<file path="src/hw/ippm_defs.svh">
// constants for the interrupt priority and power mode block
//
// Overview of operation
// - global enable bit gates every source
// - external request 0: rank 1, vector 03h
// - serial receive valid: rank 2, vector 2Bh
// - timer 0 overflow: rank 3, vector 0Bh
// - serial receive error: rank 4, vector 33h
// - DMA channel 0 done: rank 5, vector 3Bh
// - external request 1: rank 6, vector 13h
// - serial transmit valid: rank 7, vector 43h
// - DMA channel 1 done: rank 8, vector 53h
// - timer 1 overflow: rank 9, vector 1Bh
// - serial transmit error: rank 10, own bits
// - async port: rank 11, lowest, vector 23h
// - two power states, chosen by software
// - idle bit write enters idle
// - idle stops execution and both DMA channels
// - serial channel keeps running while idle
// - enabled interrupt or reset leaves idle
// - power-down bit write enters power-down
// - power-down stops oscillator, RAM kept
// - only reset leaves power-down
// - idle: strobes high, port 0 floats, address out
// - power-down: strobes low, port 0 floats, data
// - enable register at A8h, resets cleared
`ifndef IPPM_DEFS_SVH
`define IPPM_DEFS_SVH

// special-function register addresses
`define IPPM_ADDR_IE 8'hA8
`define IPPM_ADDR_IEN1 8'hC8
`define IPPM_ADDR_IP 8'hB8
`define IPPM_ADDR_IPN1 8'hF8
`define IPPM_ADDR_POWER_CONTROL_REG 8'h87
`define IPPM_ADDR_GLOBAL_EN 8'hAF

// implemented bits of each register
`define IPPM_MASK_IE 8'h9F
`define IPPM_MASK_IEN1 8'h3F
`define IPPM_MASK_IP 8'h1F
`define IPPM_MASK_IPN1 8'h3F
`define IPPM_MASK_POWER_CONTROL_REG 8'h8F

// reset values
`define IPPM_RST_IE 8'h00
`define IPPM_RST_IEN1 8'h00
`define IPPM_RST_IP 8'h00
`define IPPM_RST_IPN1 8'h00
`define IPPM_RST_POWER_CONTROL_REG 8'h00

// field positions
`define IPPM_BIT_GLOBAL_EN 7
`define IPPM_BIT_IDLE 0
`define IPPM_BIT_PDOWN 1
`define IPPM_BIT_EXT0 0
`define IPPM_BIT_TIMER0 1
`define IPPM_BIT_EXT1 2
`define IPPM_BIT_TIMER1 3
`define IPPM_BIT_ASYNC 4
`define IPPM_BIT_RX_VALID 0
`define IPPM_BIT_RX_ERR 1
`define IPPM_BIT_DMA0 2
`define IPPM_BIT_TX_VALID 3
`define IPPM_BIT_DMA1 4
`define IPPM_BIT_TX_ERR 5

// source count and code vectors in rank order
`define IPPM_NUM_SRC 11
`define IPPM_VEC_EXT0 8'h03
`define IPPM_VEC_RX_VALID 8'h2B
`define IPPM_VEC_TIMER0 8'h0B
`define IPPM_VEC_RX_ERR 8'h33
`define IPPM_VEC_DMA0 8'h3B
`define IPPM_VEC_EXT1 8'h13
`define IPPM_VEC_TX_VALID 8'h43
`define IPPM_VEC_DMA1 8'h53
`define IPPM_VEC_TIMER1 8'h1B
`define IPPM_VEC_TX_ERR 8'h4B
`define IPPM_VEC_ASYNC 8'h23

`endif

</file>
<file path="src/hw/ippm_pkg.sv">
// types for the interrupt priority and power mode block
package ippm_pkg;

  typedef logic [3:0] ippm_rank_t;

  typedef enum logic [1:0] {
    MODE_RUN,
    MODE_IDLE,
    MODE_PDOWN
  } ippm_mode_t;

  typedef struct packed {
    ippm_mode_t mode;
    logic [7:0] ie;
    logic [7:0] ien1;
    logic [7:0] ip;
    logic [7:0] ipn1;
    logic [7:0] power_control_reg;
    logic [1:0] ext_meta;
    logic [1:0] ext_sync;
    logic svc_hi;
    logic svc_lo;
    logic irq_req;
    logic [7:0] irq_vector;
    ippm_rank_t irq_rank;
    logic irq_high;
    logic cpu_run;
    logic dma_run;
    logic serial_run;
    logic osc_run;
    logic ram_retain;
    logic pin_override;
    logic ale_level;
    logic program_store_strobe_level;
    logic port0_oe;
    logic port2_addr_sel;
  } ippm_state_t;

endpackage

</file>
<file path="src/hw/ippm_arbiter.sv">
// fixed-rank arbiter over high and low priority request sets
`timescale 1ns/100ps
`include "ippm_defs.svh"
module ippm_arbiter (
  // requests by rank, bit 0 is rank 1
  input wire logic [`IPPM_NUM_SRC-1:0] req_hi,
  input wire logic [`IPPM_NUM_SRC-1:0] req_lo,
  // winner
  output logic valid,
  output ippm_pkg::ippm_rank_t idx,
  output logic high
);
  import ippm_pkg::*;

  // index of the lowest set bit, lowest index wins
  function automatic ippm_rank_t first_set(input logic [`IPPM_NUM_SRC-1:0] v);
    ippm_rank_t r;
    r = 4'h0;
    for (int i = `IPPM_NUM_SRC - 1; i >= 0; i--) begin
      if (v[i]) begin
        r = 4'(i);
      end
    end
    return r;
  endfunction

  // high set pre-empts low set, rank decides inside a set
  always_comb begin
    valid = |req_hi || |req_lo;
    high = |req_hi;
    idx = high ? first_set(req_hi) : first_set(req_lo);
  end
endmodule // ippm_arbiter

</file>
<file path="src/hw/ippm_top.sv">
// interrupt arbitration and idle / power-down control
`timescale 1ns/100ps
`include "ippm_defs.svh"
module ippm_top (
  // clock and synchronous reset
  input wire logic clk_sys,
  input wire logic rst_n,
  // byte write port for special-function registers
  input wire logic sfr_wr,
  input wire logic [7:0] sfr_addr,
  input wire logic [7:0] sfr_wdata,
  // bit write port for bit-addressable registers
  input wire logic bit_wr,
  input wire logic [7:0] bit_addr,
  input wire logic bit_wdata,
  // register contents seen by the core
  output logic [7:0] ie_value,
  output logic [7:0] ien1_value,
  output logic [7:0] ip_value,
  output logic [7:0] ipn1_value,
  output logic [7:0] power_control_reg_value,
  // external request pins, active low levels
  input wire logic ext_req0_n,
  input wire logic ext_req1_n,
  // on-chip request levels, same clock
  input wire logic serial_rx_valid_req,
  input wire logic timer0_ovf_req,
  input wire logic serial_rx_err_req,
  input wire logic dma_ch0_done_req,
  input wire logic serial_tx_valid_req,
  input wire logic dma_ch1_done_req,
  input wire logic timer1_ovf_req,
  input wire logic serial_tx_err_req,
  input wire logic async_port_req,
  // vector handshake with the core
  input wire logic irq_ack,
  input wire logic irq_return,
  output logic irq_req,
  output logic [7:0] irq_vector,
  output ippm_pkg::ippm_rank_t irq_rank,
  output logic irq_high,
  // power state
  output logic cpu_run,
  output logic dma_run,
  output logic serial_run,
  output logic osc_run,
  output logic ram_retain,
  output logic in_idle,
  output logic in_power_down,
  // pin levels while a power state holds the bus
  output logic pin_override,
  output logic ale_level,
  output logic program_store_strobe_level,
  output logic port0_oe,
  output logic port2_addr_sel
);
  import ippm_pkg::*;

  ippm_state_t s;
  ippm_state_t next_s;

  logic [`IPPM_NUM_SRC-1:0] pending;
  logic [`IPPM_NUM_SRC-1:0] src_en;
  logic [`IPPM_NUM_SRC-1:0] src_prio;
  logic [`IPPM_NUM_SRC-1:0] active;
  logic arb_valid;
  ippm_rank_t arb_idx;
  logic arb_high;
  logic post_ok;
  logic power_control_reg_written;

  // byte and bit writes merged into one register image
  function automatic logic [7:0] reg_write(input logic [7:0] old,
                                           input logic [7:0] base,
                                           input logic [7:0] mask);
    logic [7:0] v;
    v = old;
    if (sfr_wr && sfr_addr == base) begin
      v = sfr_wdata;
    end
    if (bit_wr && {bit_addr[7:3], 3'h0} == base) begin
      v[bit_addr[2:0]] = bit_wdata;
    end
    return v & mask;
  endfunction

  // code address of each source by rank
  function automatic logic [7:0] vector_of(input ippm_rank_t r);
    logic [7:0] v;
    v = `IPPM_VEC_EXT0;
    unique case (r)
      4'h0: v = `IPPM_VEC_EXT0;
      4'h1: v = `IPPM_VEC_RX_VALID;
      4'h2: v = `IPPM_VEC_TIMER0;
      4'h3: v = `IPPM_VEC_RX_ERR;
      4'h4: v = `IPPM_VEC_DMA0;
      4'h5: v = `IPPM_VEC_EXT1;
      4'h6: v = `IPPM_VEC_TX_VALID;
      4'h7: v = `IPPM_VEC_DMA1;
      4'h8: v = `IPPM_VEC_TIMER1;
      4'h9: v = `IPPM_VEC_TX_ERR;
      4'hA: v = `IPPM_VEC_ASYNC;
      default: v = `IPPM_VEC_EXT0;
    endcase
    return v;
  endfunction

  // request levels in rank order, pins after their synchroniser
  assign pending = {
    async_port_req,
    serial_tx_err_req,
    timer1_ovf_req,
    dma_ch1_done_req,
    serial_tx_valid_req,
    s.ext_sync[1],
    dma_ch0_done_req,
    serial_rx_err_req,
    timer0_ovf_req,
    serial_rx_valid_req,
    s.ext_sync[0]
  };

  // enable bit of each source in rank order
  assign src_en = {
    s.ie[`IPPM_BIT_ASYNC],
    s.ien1[`IPPM_BIT_TX_ERR],
    s.ie[`IPPM_BIT_TIMER1],
    s.ien1[`IPPM_BIT_DMA1],
    s.ien1[`IPPM_BIT_TX_VALID],
    s.ie[`IPPM_BIT_EXT1],
    s.ien1[`IPPM_BIT_DMA0],
    s.ien1[`IPPM_BIT_RX_ERR],
    s.ie[`IPPM_BIT_TIMER0],
    s.ien1[`IPPM_BIT_RX_VALID],
    s.ie[`IPPM_BIT_EXT0]
  };

  // priority bit of each source in rank order
  assign src_prio = {
    s.ip[`IPPM_BIT_ASYNC],
    s.ipn1[`IPPM_BIT_TX_ERR],
    s.ip[`IPPM_BIT_TIMER1],
    s.ipn1[`IPPM_BIT_DMA1],
    s.ipn1[`IPPM_BIT_TX_VALID],
    s.ip[`IPPM_BIT_EXT1],
    s.ipn1[`IPPM_BIT_DMA0],
    s.ipn1[`IPPM_BIT_RX_ERR],
    s.ip[`IPPM_BIT_TIMER0],
    s.ipn1[`IPPM_BIT_RX_VALID],
    s.ip[`IPPM_BIT_EXT0]
  };

  // global enable gates every source
  assign active = pending & src_en & {`IPPM_NUM_SRC{s.ie[`IPPM_BIT_GLOBAL_EN]}};

  // split by priority setting and pick the winner
  ippm_arbiter u_arbiter (
    .req_hi(active & src_prio),
    .req_lo(active & ~src_prio),
    .valid(arb_valid),
    .idx(arb_idx),
    .high(arb_high)
  );

  // a high request may pre-empt a low service, nothing pre-empts high
  assign post_ok = arb_valid && (arb_high ? !s.svc_hi : !(s.svc_hi || s.svc_lo));

  assign power_control_reg_written = sfr_wr && sfr_addr == `IPPM_ADDR_POWER_CONTROL_REG;

  // next state of the whole block
  always_comb begin
    next_s = s;
    if (s.mode == MODE_PDOWN) begin
      // oscillator stopped: nothing moves until reset
      next_s = s;
    end else begin
      // pin synchronisers, first stage read only by the second
      next_s.ext_meta = {!ext_req1_n, !ext_req0_n};
      next_s.ext_sync = s.ext_meta;

      // register writes from the core
      next_s.ie = reg_write(s.ie, `IPPM_ADDR_IE, `IPPM_MASK_IE);
      next_s.ien1 = reg_write(s.ien1, `IPPM_ADDR_IEN1, `IPPM_MASK_IEN1);
      next_s.ip = reg_write(s.ip, `IPPM_ADDR_IP, `IPPM_MASK_IP);
      next_s.ipn1 = reg_write(s.ipn1, `IPPM_ADDR_IPN1, `IPPM_MASK_IPN1);
      next_s.power_control_reg = reg_write(s.power_control_reg, `IPPM_ADDR_POWER_CONTROL_REG, `IPPM_MASK_POWER_CONTROL_REG);

      // power state changes
      unique case (s.mode)
        MODE_RUN: begin
          if (power_control_reg_written && sfr_wdata[`IPPM_BIT_PDOWN]) begin
            next_s.mode = MODE_PDOWN;
          end else if (power_control_reg_written && sfr_wdata[`IPPM_BIT_IDLE]) begin
            next_s.mode = MODE_IDLE;
          end
        end
        MODE_IDLE: begin
          if (|active) begin
            next_s.mode = MODE_RUN;
            next_s.power_control_reg[`IPPM_BIT_IDLE] = 1'b0;
          end
        end
        MODE_PDOWN: begin
          next_s.mode = MODE_PDOWN;
        end
      endcase

      // in-service tracking, acknowledge before return
      if (irq_ack && s.irq_req) begin
        if (s.irq_high) begin
          next_s.svc_hi = 1'b1;
        end else begin
          next_s.svc_lo = 1'b1;
        end
      end else if (irq_return) begin
        if (s.svc_hi) begin
          next_s.svc_hi = 1'b0;
        end else begin
          next_s.svc_lo = 1'b0;
        end
      end

      // request to the core, only while it executes
      next_s.irq_req = 1'b0;
      if (s.mode == MODE_RUN && !(irq_ack && s.irq_req) && post_ok) begin
        next_s.irq_req = 1'b1;
        next_s.irq_rank = ippm_rank_t'(arb_idx + 4'h1); // rank counts from 1
        next_s.irq_high = arb_high;
        next_s.irq_vector = vector_of(arb_idx);
      end
    end

    // run enables and pin levels follow the next mode
    next_s.cpu_run = next_s.mode == MODE_RUN;
    next_s.dma_run = next_s.mode == MODE_RUN;
    next_s.serial_run = next_s.mode != MODE_PDOWN;
    next_s.osc_run = next_s.mode != MODE_PDOWN;
    next_s.ram_retain = 1'b1;
    next_s.pin_override = next_s.mode != MODE_RUN;
    next_s.ale_level = next_s.mode != MODE_PDOWN;
    next_s.program_store_strobe_level = next_s.mode != MODE_PDOWN;
    next_s.port0_oe = next_s.mode == MODE_RUN;
    next_s.port2_addr_sel = next_s.mode != MODE_PDOWN;
    if (next_s.mode != MODE_RUN) begin
      next_s.irq_req = 1'b0;
    end
  end

  // state register with synchronous reset
  always_ff @(posedge clk_sys) begin
    if (!rst_n) begin
      s.mode <= MODE_RUN;
      s.ie <= `IPPM_RST_IE;
      s.ien1 <= `IPPM_RST_IEN1;
      s.ip <= `IPPM_RST_IP;
      s.ipn1 <= `IPPM_RST_IPN1;
      s.power_control_reg <= `IPPM_RST_POWER_CONTROL_REG;
      s.ext_meta <= 2'h0;
      s.ext_sync <= 2'h0;
      s.svc_hi <= 1'b0;
      s.svc_lo <= 1'b0;
      s.irq_req <= 1'b0;
      s.irq_vector <= 8'h00;
      s.irq_rank <= 4'h0;
      s.irq_high <= 1'b0;
      s.cpu_run <= 1'b1;
      s.dma_run <= 1'b1;
      s.serial_run <= 1'b1;
      s.osc_run <= 1'b1;
      s.ram_retain <= 1'b1;
      s.pin_override <= 1'b0;
      s.ale_level <= 1'b1;
      s.program_store_strobe_level <= 1'b1;
      s.port0_oe <= 1'b1;
      s.port2_addr_sel <= 1'b1;
    end else begin
      s <= next_s;
    end
  end

  // outputs straight from the state register
  assign ie_value = s.ie;
  assign ien1_value = s.ien1;
  assign ip_value = s.ip;
  assign ipn1_value = s.ipn1;
  assign power_control_reg_value = s.power_control_reg;
  assign irq_req = s.irq_req;
  assign irq_vector = s.irq_vector;
  assign irq_rank = s.irq_rank;
  assign irq_high = s.irq_high;
  assign cpu_run = s.cpu_run;
  assign dma_run = s.dma_run;
  assign serial_run = s.serial_run;
  assign osc_run = s.osc_run;
  assign ram_retain = s.ram_retain;
  assign in_idle = s.mode == MODE_IDLE;
  assign in_power_down = s.mode == MODE_PDOWN;
  assign pin_override = s.pin_override;
  assign ale_level = s.ale_level;
  assign program_store_strobe_level = s.program_store_strobe_level;
  assign port0_oe = s.port0_oe;
  assign port2_addr_sel = s.port2_addr_sel;
endmodule // ippm_top

</file>
<file path="config.mk">
export PLATFORM = sky130hd
export DESIGN_NAME = ippm_top
export DESIGN_NICKNAME = d
export VERILOG_FILES = /design/src/hw/ippm_pkg.sv /design/src/hw/ippm_arbiter.sv /design/src/hw/ippm_top.sv
export VERILOG_INCLUDE_DIRS = /design/src /design/src/hw
export SDC_FILE = /design/constraint.sdc
export NUM_CORES = 1
export LEC_CHECK = 0
export ABC_AREA = 1
export BUFFER_PORTS_ARGS = -buffer_cell sky130_fd_sc_hd__buf_2
export CAP_MARGIN = 25
export CELL_PAD_IN_SITES_DETAIL_PLACEMENT = 1
export CELL_PAD_IN_SITES_GLOBAL_PLACEMENT = 1
export CORE_MARGIN = 4
export CORE_UTILIZATION = 36
export CTS_CLUSTER_DIAMETER = 50
export DETAILED_ROUTE_END_ITERATION = 8
export GPL_ROUTABILITY_DRIVEN = 0
export GPL_TIMING_DRIVEN = 1
export HOLD_SLACK_MARGIN = 0.08
export MAX_ROUTING_LAYER = met4
export PLACE_DENSITY = 0.79
export SLEW_MARGIN = 0
export SYNTH_ARGS = -nofsm -noshare
export SYNTH_HDL_FRONTEND = slang
export SYNTH_SLANG_ARGS = --single-unit
export TNS_END_PERCENT = 100
</file>
<file path="constraint.sdc">
create_clock -name clk_sys -period 2.2 [get_ports clk_sys]
set_input_delay 0.11 -clock clk_sys [delete_from_list [all_inputs] [get_ports clk_sys]]
set_output_delay 0.11 -clock clk_sys [all_outputs]
set_load 0.03 [all_outputs]
</file>
==> impl_metrics.toml, run 1 <==
[placed_design]
hpwl_mm = 9.05
post_dp_cell_area_um2 = 3790
port_buffers = 91
pre_cts_ws_ps = 81.3

[power]
powerDensity_nw_per_um2 = 604
total_power_w = 0.00245
ir_worst_vdd_uv = 264
p_leak_nw = 2.02

[synthesis]
synth_common_cells = "92 x nand2_1, 70 x inv_1, 60 x buf_4"
yosysTopAreaCell = "dfxtp_1"
yosysSeqAreaShare = 0.281
synth-edff-count = 0
synth_area_leaders = "dfxtp_1 28%, buf_4 13%, nand2_1 9.7%"
netlist_area_um2 = 3560
ys.flop_type = "dfxtp_1"
synth_most_common_cell = "nand2_1"
syn_avg_cell_area_um2 = 6.85
netlist_instances = 520
yosys_warnings = 0
synthArstFlopShare = 0
ys_ff_latch = 50
yosys.area.top_type_share = 0.281
ys_types = 43

[global_route]
grtUsageTotal = 0.201
grt_pass1_vias = 3754
grt_pass1_wl_mm = 18.4
grt_max_degree = 51
grt_antenna_before_repair = 0
overflow = 0

[sta]
rsz0062_at_grt = "true"
tightestPinTransition_ps = 517
finalHoldViolations = 0
holdWs_ps = 141
clock_skew_ps = 11.3
tns_ps = 0
timing.fmax_ghz = 0.486
setup_viol_count_final = 0
period_share = 0.935
fin_crit_ps = 2060
slew_viol_final = 0
slew-limit-headroom = 0.652
final.setup.worst_slack_ps = 144

[layout]
diodes = 0
nets = 614
post-route-cell-area_um2 = 4050
drive_above_1_share = 0.264
syn2layout_area_growth_pct = 13.7
fill_cells = 1288

[critical_path]
path_cells = "buf_12 -> nand2_2 -> nor2_2 -> nand2_1 -> and2_4 -> nand2_4 -> nor2_4 -> nand3b_1 -> nor2_2 -> nand2_2 -> nand2_4 -> nand2_1 -> or2_0 -> a31oi_1"
cp_max_fo = 16
critPathSlowestCell = "dfxtp_4"
crit_path_end_kind = "register"
max_stage_delay_ps = 380
crit_type = "register to register"
start_kind = "register"
crit_required_ps = 2440
crit_arrival_ps = 2300

[clock_network]
path_clk_slew_ps = 100
clk_path_buf_depth = 2
worst_skew_pair.late_latency_ps = 310
clock-sinks = 50
root_buffer = "clkbuf_8"
htreeDepth = 2
cts_tree = "built"
numCtsBuffers = 5

[die]
io_pins = 108
dieArea_um2 = 11600
row_count = 36
die_y_um = 107
die_w_um = 107
initial_core_util = 0.368
coreArea_um2 = 9680

[route]
drt-wirelength-per-cell_um = 16.2
drc = 0
wl_mm = 11.5
vias_per_cell = 5.21
initialDrtViolationCount = 267
dr_total_vias = 3678
first_pass_iters = 4
detail-route-antenna-nets = 0

[status]
status = "complete, no violations"

[flow_run]
maxCapViolations = 0

[worst_hold_path]
hold_path_class = "input pin to register"
-- final timing paths --
kind                      from                         end  slack, ps  depth (start not counted)
hold / removal    sfr_wdata[1]  power_control_reg_value[1]        140                          3
setup reg to reg   ie_value[7]               irq_vector[6]        140                         14
hold reg to reg          s[24]                       s[24]        500                          2
setup / recovery   ie_value[7]               irq_vector[6]        140                         14
-- final cells by class --
| type | count | area, um^2 | share of cell area |
|---|---|---|---|
| tap | 133 | 166 | 0.0411 |
| inverter | 72 | 270 | 0.0667 |
| multi-input combinational | 335 | 1870 | 0.461 |
| sequential | 50 | 1000 | 0.248 |
| timing repair buffer | 108 | 618 | 0.153 |
| clock inverter | 2 | 38.8 | 0.00958 |
| clock buffer | 6 | 82.6 | 0.0204 |
-- cell usage in the layout (no fill, tap or decap), types with 2 or more instances in the layout --
master and count:
buf_2 91, nand2_1 88, buf_4 11, clkbuf_8 6
inv_1 70, o21ai_0 24, nor2_4 4, dfxtp_1 49
o211ai_1 2, conb_1 15, nor3_1 14, nand3_4 2
nand2_4 5, a22oi_1 6, nand3_2 3, a21oi_1 38
nand3_1 16, nand4_1 8, dlygate4sd3_1 4, nor2_2 7
nor3_4 2, nand2_2 7, buf_12 2, nor2_1 37
and2_4 4, o221ai_1 17, a221oi_1 21
-- logic make-up (layout without fill, tap and decap cells) --
logic type,count (synthesis),count (layout),synth area share
other cells,2,15,0.00211
buf+inv,148,188,0.226
compound gates,118,118,0.218
simple gates,202,202,0.273
flops,50,50,0.281
-- worst max-delay path, delay by kind of cell, from the launching register on --
kind            cells  cell delay (ps)
buf+inv             1              150
simple gates       12             1350
compound gates      1              130
flops               1              380
-- repair_timing --
item / in CTS / in global routing
endpoints found under the hold margin: 4 / 0
hold buffers: 4 / 0
setup buffers: 0 / 5
setup endpoints to repair: 0 / 9
gates resized for setup: 0 / 18
-- sequential cells by signal, summed over array words and instances (netlist names), 2 cells and up --
register                 flops
ie_value                     6
ien1_value                   6
ipn1_value                   6
s                            6
ip_value                     5
irq_vector                   5
power_control_reg_value      5
irq_rank                     4
pending                      2
-- layer usage --
| metal | wire (um) | global-route usage | vias to the layer above |
|---|---|---|---|
| li1 | - | - | 1778 |
| met4 | 238 | 0.0532 | 0 |
| met1 | 4880 | 0.242 | 1770 |
| met3 | 559 | 0.0276 | 18 |
| met2 | 5800 | 0.355 | 112 |
| met5 | 0 | - | - |
-- where the power goes --
part	switching (W)	total (W)	internal (W)	leakage (nW)
Clock	0.000345	0.000720	0.000375	0.0618
Combinational	0.000477	0.000686	0.000210	1.55
Sequential	0.0000643	0.00104	0.000976	0.408
Total	0.000886	0.00245	0.00156	2.02
-- stage by stage --
step / util / cells
finish: 0.418 / 706
floorplan: - / 533
CTS: 0.408 / 701
global route: 0.418 / 706
global placement: 0.391 / 689
detailed placement: 0.391 / 689
Note: power is estimated with default switching activity, not from simulation.
==> run 2: changes to the inputs <==
--- a/config.mk
+++ b/config.mk
@@ -9,14 +9,14 @@
 export ABC_AREA = 1
 export BUFFER_PORTS_ARGS = -buffer_cell sky130_fd_sc_hd__buf_2
 export CAP_MARGIN = 25
-export CELL_PAD_IN_SITES_DETAIL_PLACEMENT = 1
+export CELL_PAD_IN_SITES_DETAIL_PLACEMENT = 0
 export CELL_PAD_IN_SITES_GLOBAL_PLACEMENT = 1
 export CORE_MARGIN = 4
 export CORE_UTILIZATION = 36
 export CTS_CLUSTER_DIAMETER = 50
 export DETAILED_ROUTE_END_ITERATION = 8
 export GPL_ROUTABILITY_DRIVEN = 0
-export GPL_TIMING_DRIVEN = 1
+export GPL_TIMING_DRIVEN = 0
 export HOLD_SLACK_MARGIN = 0.08
 export MAX_ROUTING_LAYER = met4
 export PLACE_DENSITY = 0.79
==> run 2 against run 1 <==
Critical path depth is 3 higher. Routed wire length is 4.0% lower. Largest power group unchanged. Highest routed layer unchanged. Clock skew is 5.1 ps lower.
==> impl_metrics.toml, run 2 (synthesized netlist as in run 1, its figures left out) <==
[global_route]
grt_pass1_wl_mm = 17.1
grt_pass1_vias = 3411
grtUsageTotal = 0.191
grt_max_degree = 17
overflow = 0
grt_antenna_before_repair = 1

[clock_network]
worst_skew_pair.late_latency_ps = 310
clock-sinks = 50
root_buffer = "clkbuf_8"
clk_path_buf_depth = 2
numCtsBuffers = 5
cts_tree = "built"
path_clk_slew_ps = 100
htreeDepth = 2

[sta]
timing.fmax_ghz = 0.483
fin_crit_ps = 2070
final.setup.worst_slack_ps = 129
clock_skew_ps = 6.16
setup_viol_count_final = 0
tightestPinTransition_ps = 583
rsz0062_at_grt = "true"
finalHoldViolations = 0
slew_viol_final = 0
slew-limit-headroom = 0.611
period_share = 0.941

[route]
first_pass_iters = 5
drt-wirelength-per-cell_um = 14.3
drc = 0
dr_total_vias = 3794
wl_mm = 11.0
initialDrtViolationCount = 264
vias_per_cell = 4.93
detail-route-antenna-nets = 0

[critical_path]
start_kind = "register"
crit_arrival_ps = 2290
crit_type = "register to register"
crit_required_ps = 2420
cp_max_fo = 8
crit_path_end_kind = "register"

[die]
row_count = 36
coreArea_um2 = 9680
initial_core_util = 0.368
die_y_um = 107
die_w_um = 107
dieArea_um2 = 11600
io_pins = 108

[power]
powerDensity_nw_per_um2 = 548
total_power_w = 0.00242
p_leak_nw = 2.27
ir_worst_vdd_uv = 275

[status]
status = "complete, no violations"

[placed_design]
pre_cts_ws_ps = 97.0
port_buffers = 91
hpwl_mm = 8.89
post_dp_cell_area_um2 = 4230
dpl.cell_count = 757

[layout]
final_cell_count_no_fill = 770
nets = 677
fin_util = 0.456
post-route-cell-area_um2 = 4420
drive_above_1_share = 0.316
final_cell_mix = "91 x nand2_1, 91 x buf_2, 70 x inv_1"
syn2layout_area_growth_pct = 24.0

[worst_hold_path]
hold_path_class = "input pin to register"

[flow_run]
maxCapViolations = 0
==> run 2: cell count changes in the layout (fill, tap and decap cells not counted), moves of 2 or more <==
cell / before / now
clkinv_4: 0 / 2
clkbuf_1: 0 / 14
nor2_2: 7 / 9
and2_2: 0 / 2
nor3_1: 14 / 12
nand2_1: 88 / 91
buf_4: 11 / 61
nor3_2: 1 / 4
nand2_4: 5 / 3
and2_4: 4 / 2
==> run 2: cell type report <==
| type | count | area (um^2) |
|---|---|---|
| diodes | 1 | 2.50 |
| plain buffers | 76 | 534 |
| clock buffers | 6 | 82.6 |
| clock inverters | 2 | 17.5 |
| fillers | 1048 | 5270 |
| inverters | 72 | 270 |
| multi-input cells | 335 | 1850 |
| flip-flops and latches | 50 | 1000 |
| well taps | 133 | 166 |
| repair buffers | 95 | 493 |
==> run 2: worst max-delay path, cell delays in order (launching register included) <==
cell      delay [ps]
dfxtp_2          350
buf_6            150
inv_2             60
nor2_1           150
nand2_1           90
and2_4           160
nand2_4           90
nor2_4            50
nand3b_1         170
nand2_1           90
nand2_2          130
inv_1             90
nand2_2           90
nand2_1           50
nand2_1           80
nand2_1           50
o211ai_1          70
inv_1             50
==> run 2: power by group <==
part | internal (W) | switching [W] | total (W) | leakage [nW]
Clock | 0.000260 | 0.000340 | 0.000599 | 0.0514
Combinational | 0.000291 | 0.000492 | 0.000783 | 1.82
Sequential | 0.000976 | 0.0000641 | 0.00104 | 0.408
==> run 2: path summary, 6_finish.rpt <==
path                                   from                          to  slack (ps)  cells past startpoint
worst min-delay path                  rst_n  power_control_reg_value[0]         120                      3
worst min register to register        s[24]                       s[24]         480                      2
worst max register to register  ie_value[7]                 irq_rank[2]         130                     17
worst max-delay path            ie_value[7]                 irq_rank[2]         130                     17
==> run 2: layer usage <==
metal / wire, um / up-vias / global-route usage
met2: 5250 / 129 / 0.301
met3: 651 / 16 / 0.0420
met5: 0 / - / -
met4: 170 / 0 / 0.0586
met1: 4930 / 1736 / 0.247
li1: - / 1913 / -
==> run 2: through the flow <==
step	hold WS, ps	setup TNS [ps]
5_1_grt	115	-59.8
2_1_floorplan	200	0
3_5_place_dp	296	0
3_3_place_gp	289	0
4_1_cts	98.5	0
6_report	115	0
==> run 2: what timing repair did <==
action	CTS	global route
gates resized for setup	0	13
hold endpoints to repair	3	0
setup buffers	0	1
hold buffers	3	0
setup endpoints to repair	0	9
==> run 3: changes to the inputs <==
--- a/config.mk
+++ b/config.mk
@@ -6,13 +6,14 @@
 export SDC_FILE = /design/constraint.sdc
 export NUM_CORES = 1
 export LEC_CHECK = 0
-export ABC_AREA = 1
+export ABC_AREA = 0
 export BUFFER_PORTS_ARGS = -buffer_cell sky130_fd_sc_hd__buf_2
 export CAP_MARGIN = 25
 export CELL_PAD_IN_SITES_DETAIL_PLACEMENT = 0
 export CELL_PAD_IN_SITES_GLOBAL_PLACEMENT = 1
+export CORE_ASPECT_RATIO = 0.7
 export CORE_MARGIN = 4
-export CORE_UTILIZATION = 36
+export CORE_UTILIZATION = 37
 export CTS_CLUSTER_DIAMETER = 50
 export DETAILED_ROUTE_END_ITERATION = 8
 export GPL_ROUTABILITY_DRIVEN = 0
==> run 3 against run 2 <==
The flow now finishes with violations (setup timing). Sequential share of layout area shrank 2.0 points. Synthesized cell count decreased by 9.6%. Area after synthesis is 1.4% higher. Clock skew down 3.0 ps. Core utilization increased by 6.7 points. Via count is 3.1% higher. Fmax down 11%. Routed wire length increased by 9.9%. Global-route usage rose by 1.7 points. Sequential power decreased by 12%. Non-clock buffer count increased by 24. Hold slack worse by 23 ps. Critical path type unchanged. Highest routed layer unchanged.
==> impl_metrics.toml, run 3 <==
[status]
violations = "setup timing"
status = "finished with violations"

[synthesis]
netlist_area_um2 = 3610
netlist_instances = 470
yosysTopAreaCell = "dfxtp_1"
synth-edff-count = 0
synth_common_cells = "81 x nand2_1, 60 x buf_4, 50 x a21oi_1, 50 x dfxtp_1, 37 x nor2_1"
yosysSeqAreaShare = 0.277
syn_avg_cell_area_um2 = 7.68
synth_area_leaders = "dfxtp_1 28%, buf_4 12%, nand2_1 8.4%"
yosys_warnings = 0
ys.flop_type = "dfxtp_1"
yosys.area.top_type_share = 0.277
ys_types = 60
ys_ff_latch = 50
synth_most_common_cell = "nand2_1"
synthArstFlopShare = 0

[clock_network]
clock-sinks = 50
htreeDepth = 2
path_clk_slew_ps = 70
root_buffer = "clkbuf_16"
worst_skew_pair.late_latency_ps = 290
numCtsBuffers = 5
cts_tree = "built"
clk_path_buf_depth = 2

[critical_path]
crit_path_end_kind = "register"
cp_max_fo = 6
crit_arrival_ps = 2520
cpLargestDelayFamily = "buffers and inverters"
max_stage_delay_ps = 370
crit_required_ps = 2410
path_buf_inv = 5
critPathSlowestCell = "dfxtp_4"
path_cells = "buf_6 -> buf_8 -> buf_8 -> nand4b_1 -> buf_4 -> nor3b_2 -> a211oi_4 -> o32ai_4 -> buf_6 -> nand3_2 -> a311oi_2"
cp-startpoint = "ie_value[7]"
r2r_start = "ie_value[7]"
start_kind = "register"
crit_type = "register to register"

[placed_design]
port_buffers = 90
dpl.cell_count = 698
hpwl_mm = 8.81
post_dp_cell_area_um2 = 4280

[sta]
finalHoldViolations = 0
final.setup.worst_slack_ps = -114
setup_viol_count_final = 10
slew_viol_final = 0
timing.fmax_ghz = 0.432
period_share = 1.05
fin_crit_ps = 2310
tightestPinTransition_ps = 666
rsz0062_at_grt = "true"
tns_ps = -802
clock_skew_ps = 3.19
slew-limit-headroom = 0.555

[layout]
final_cell_count_no_fill = 731
fin_util = 0.524
drive_above_1_share = 0.372
nets = 648
syn2layout_area_growth_pct = 34.7
diodes = 0
multiInputGateArea_um2 = 2260
final_cell_mix = "93 x buf_2, 80 x nand2_1, 73 x buf_4"
fill_cells = 930
layout_commonest_cell = "buf_2"
ff_latch_area_um2 = 1000
post-route-cell-area_um2 = 4860

[die]
die_y_um = 90.7
dieArea_um2 = 11400
io_pins = 108
die_w_um = 126
initial_core_util = 0.389
coreArea_um2 = 9290
row_count = 29

[worst_hold_path]
hold_path_class = "input pin to register"
min_from = "sfr_wdata[7]"

[power]
p_leak_nw = 2.25
powerDensity_nw_per_um2 = 410
ir_worst_vdd_uv = 360
total_power_w = 0.00199

[route]
dr_total_vias = 3912
drc = 0
detail-route-antenna-nets = 0
initialDrtViolationCount = 357
wl_mm = 12.1
drt-wirelength-per-cell_um = 16.5
first_pass_iters = 5
vias_per_cell = 5.35

[flow_run]
maxCapViolations = 0

[global_route]
grt_max_degree = 16
grt_antenna_before_repair = 0
grtUsageTotal = 0.209
grt_pass1_vias = 3553
overflow = 0
grt_pass1_wl_mm = 18.9
## run 3: cell types whose count changed after synthesis, moves of 6 or more
cell and change:
inv_1 -66, a221oi_1 -21, mux2i_1 +19, o221ai_1 -17, o211ai_1 +14, a21oi_1 +12, nand2_1 -11, nor3_1 -11
and4_1 +8, nand4b_1 +8, o21ai_0 -8, a211oi_1 +6, nand2_2 -6, nor3b_1 +6
## run 3: cell families (layout without fill, tap and decap cells)
family / count (synthesis) / after routing / share of synthesized area
xor+xnor: 1 / 1 / 0.00243
buf+inv: 86 / 209 / 0.161
mux: 20 / 20 / 0.0558
other cells: 2 / 15 / 0.00208
simple gates: 197 / 197 / 0.296
flops: 50 / 50 / 0.277
compound gates: 114 / 115 / 0.205
## run 3: area by class of cell
cell class	count	share of cell area
clock buffer	6	0.0265
clock inverter	2	0.00772
inverter	6	0.00463
buffer	80	0.118
timing repair buffer	115	0.140
sequential	50	0.207
multi-input combinational	348	0.464
tap	124	0.0319
## run 3: tightest hold or removal path: stages
cell and delay, ps:
buf_2 120, nand3_1 60, a21oi_1 50
## run 3: repair_timing
action	in CTS	in global routing
hold buffers	3	0
gates resized for setup	32	19
pin swaps	12	16
cloned	4	2
endpoints found under the setup margin	14	13
buffers inserted	10	6
hold endpoints to repair	3	0
## run 3: routing by layer
metal	track usage	part of all wire
met5	-	0
met4	0.0393	0.0079
met3	0.0390	0.071
met2	0.290	0.42
met1	0.313	0.50
## run 3: stage by stage
step           hold slack, ps  worst slack [ps]
6_report                 92.7              -114
5_1_grt                  98.0              -209
4_1_cts                  80.9             -84.1
3_5_place_dp              308              -422
3_3_place_gp              305              -445
2_1_floorplan             206               102
## run 3: worst paths after layout
| path | end | slack (ps) | cells after the start |
|---|---|---|---|
| worst min-delay path | power_control_reg_value[7] | 90 | 3 |
| worst min register to register | pending[5] | 460 | 2 |
| worst max-delay path | irq_rank[2] | -110 | 11 |
| worst max register to register | irq_rank[2] | -110 | 11 |
## run 3: where the power goes
part / internal [W] / switching (W)
clock network: 0.000537 / 0.000348
registers: 0.000909 / 0.00000540
logic: 0.0000688 / 0.000124
total: 0.00151 / 0.000477
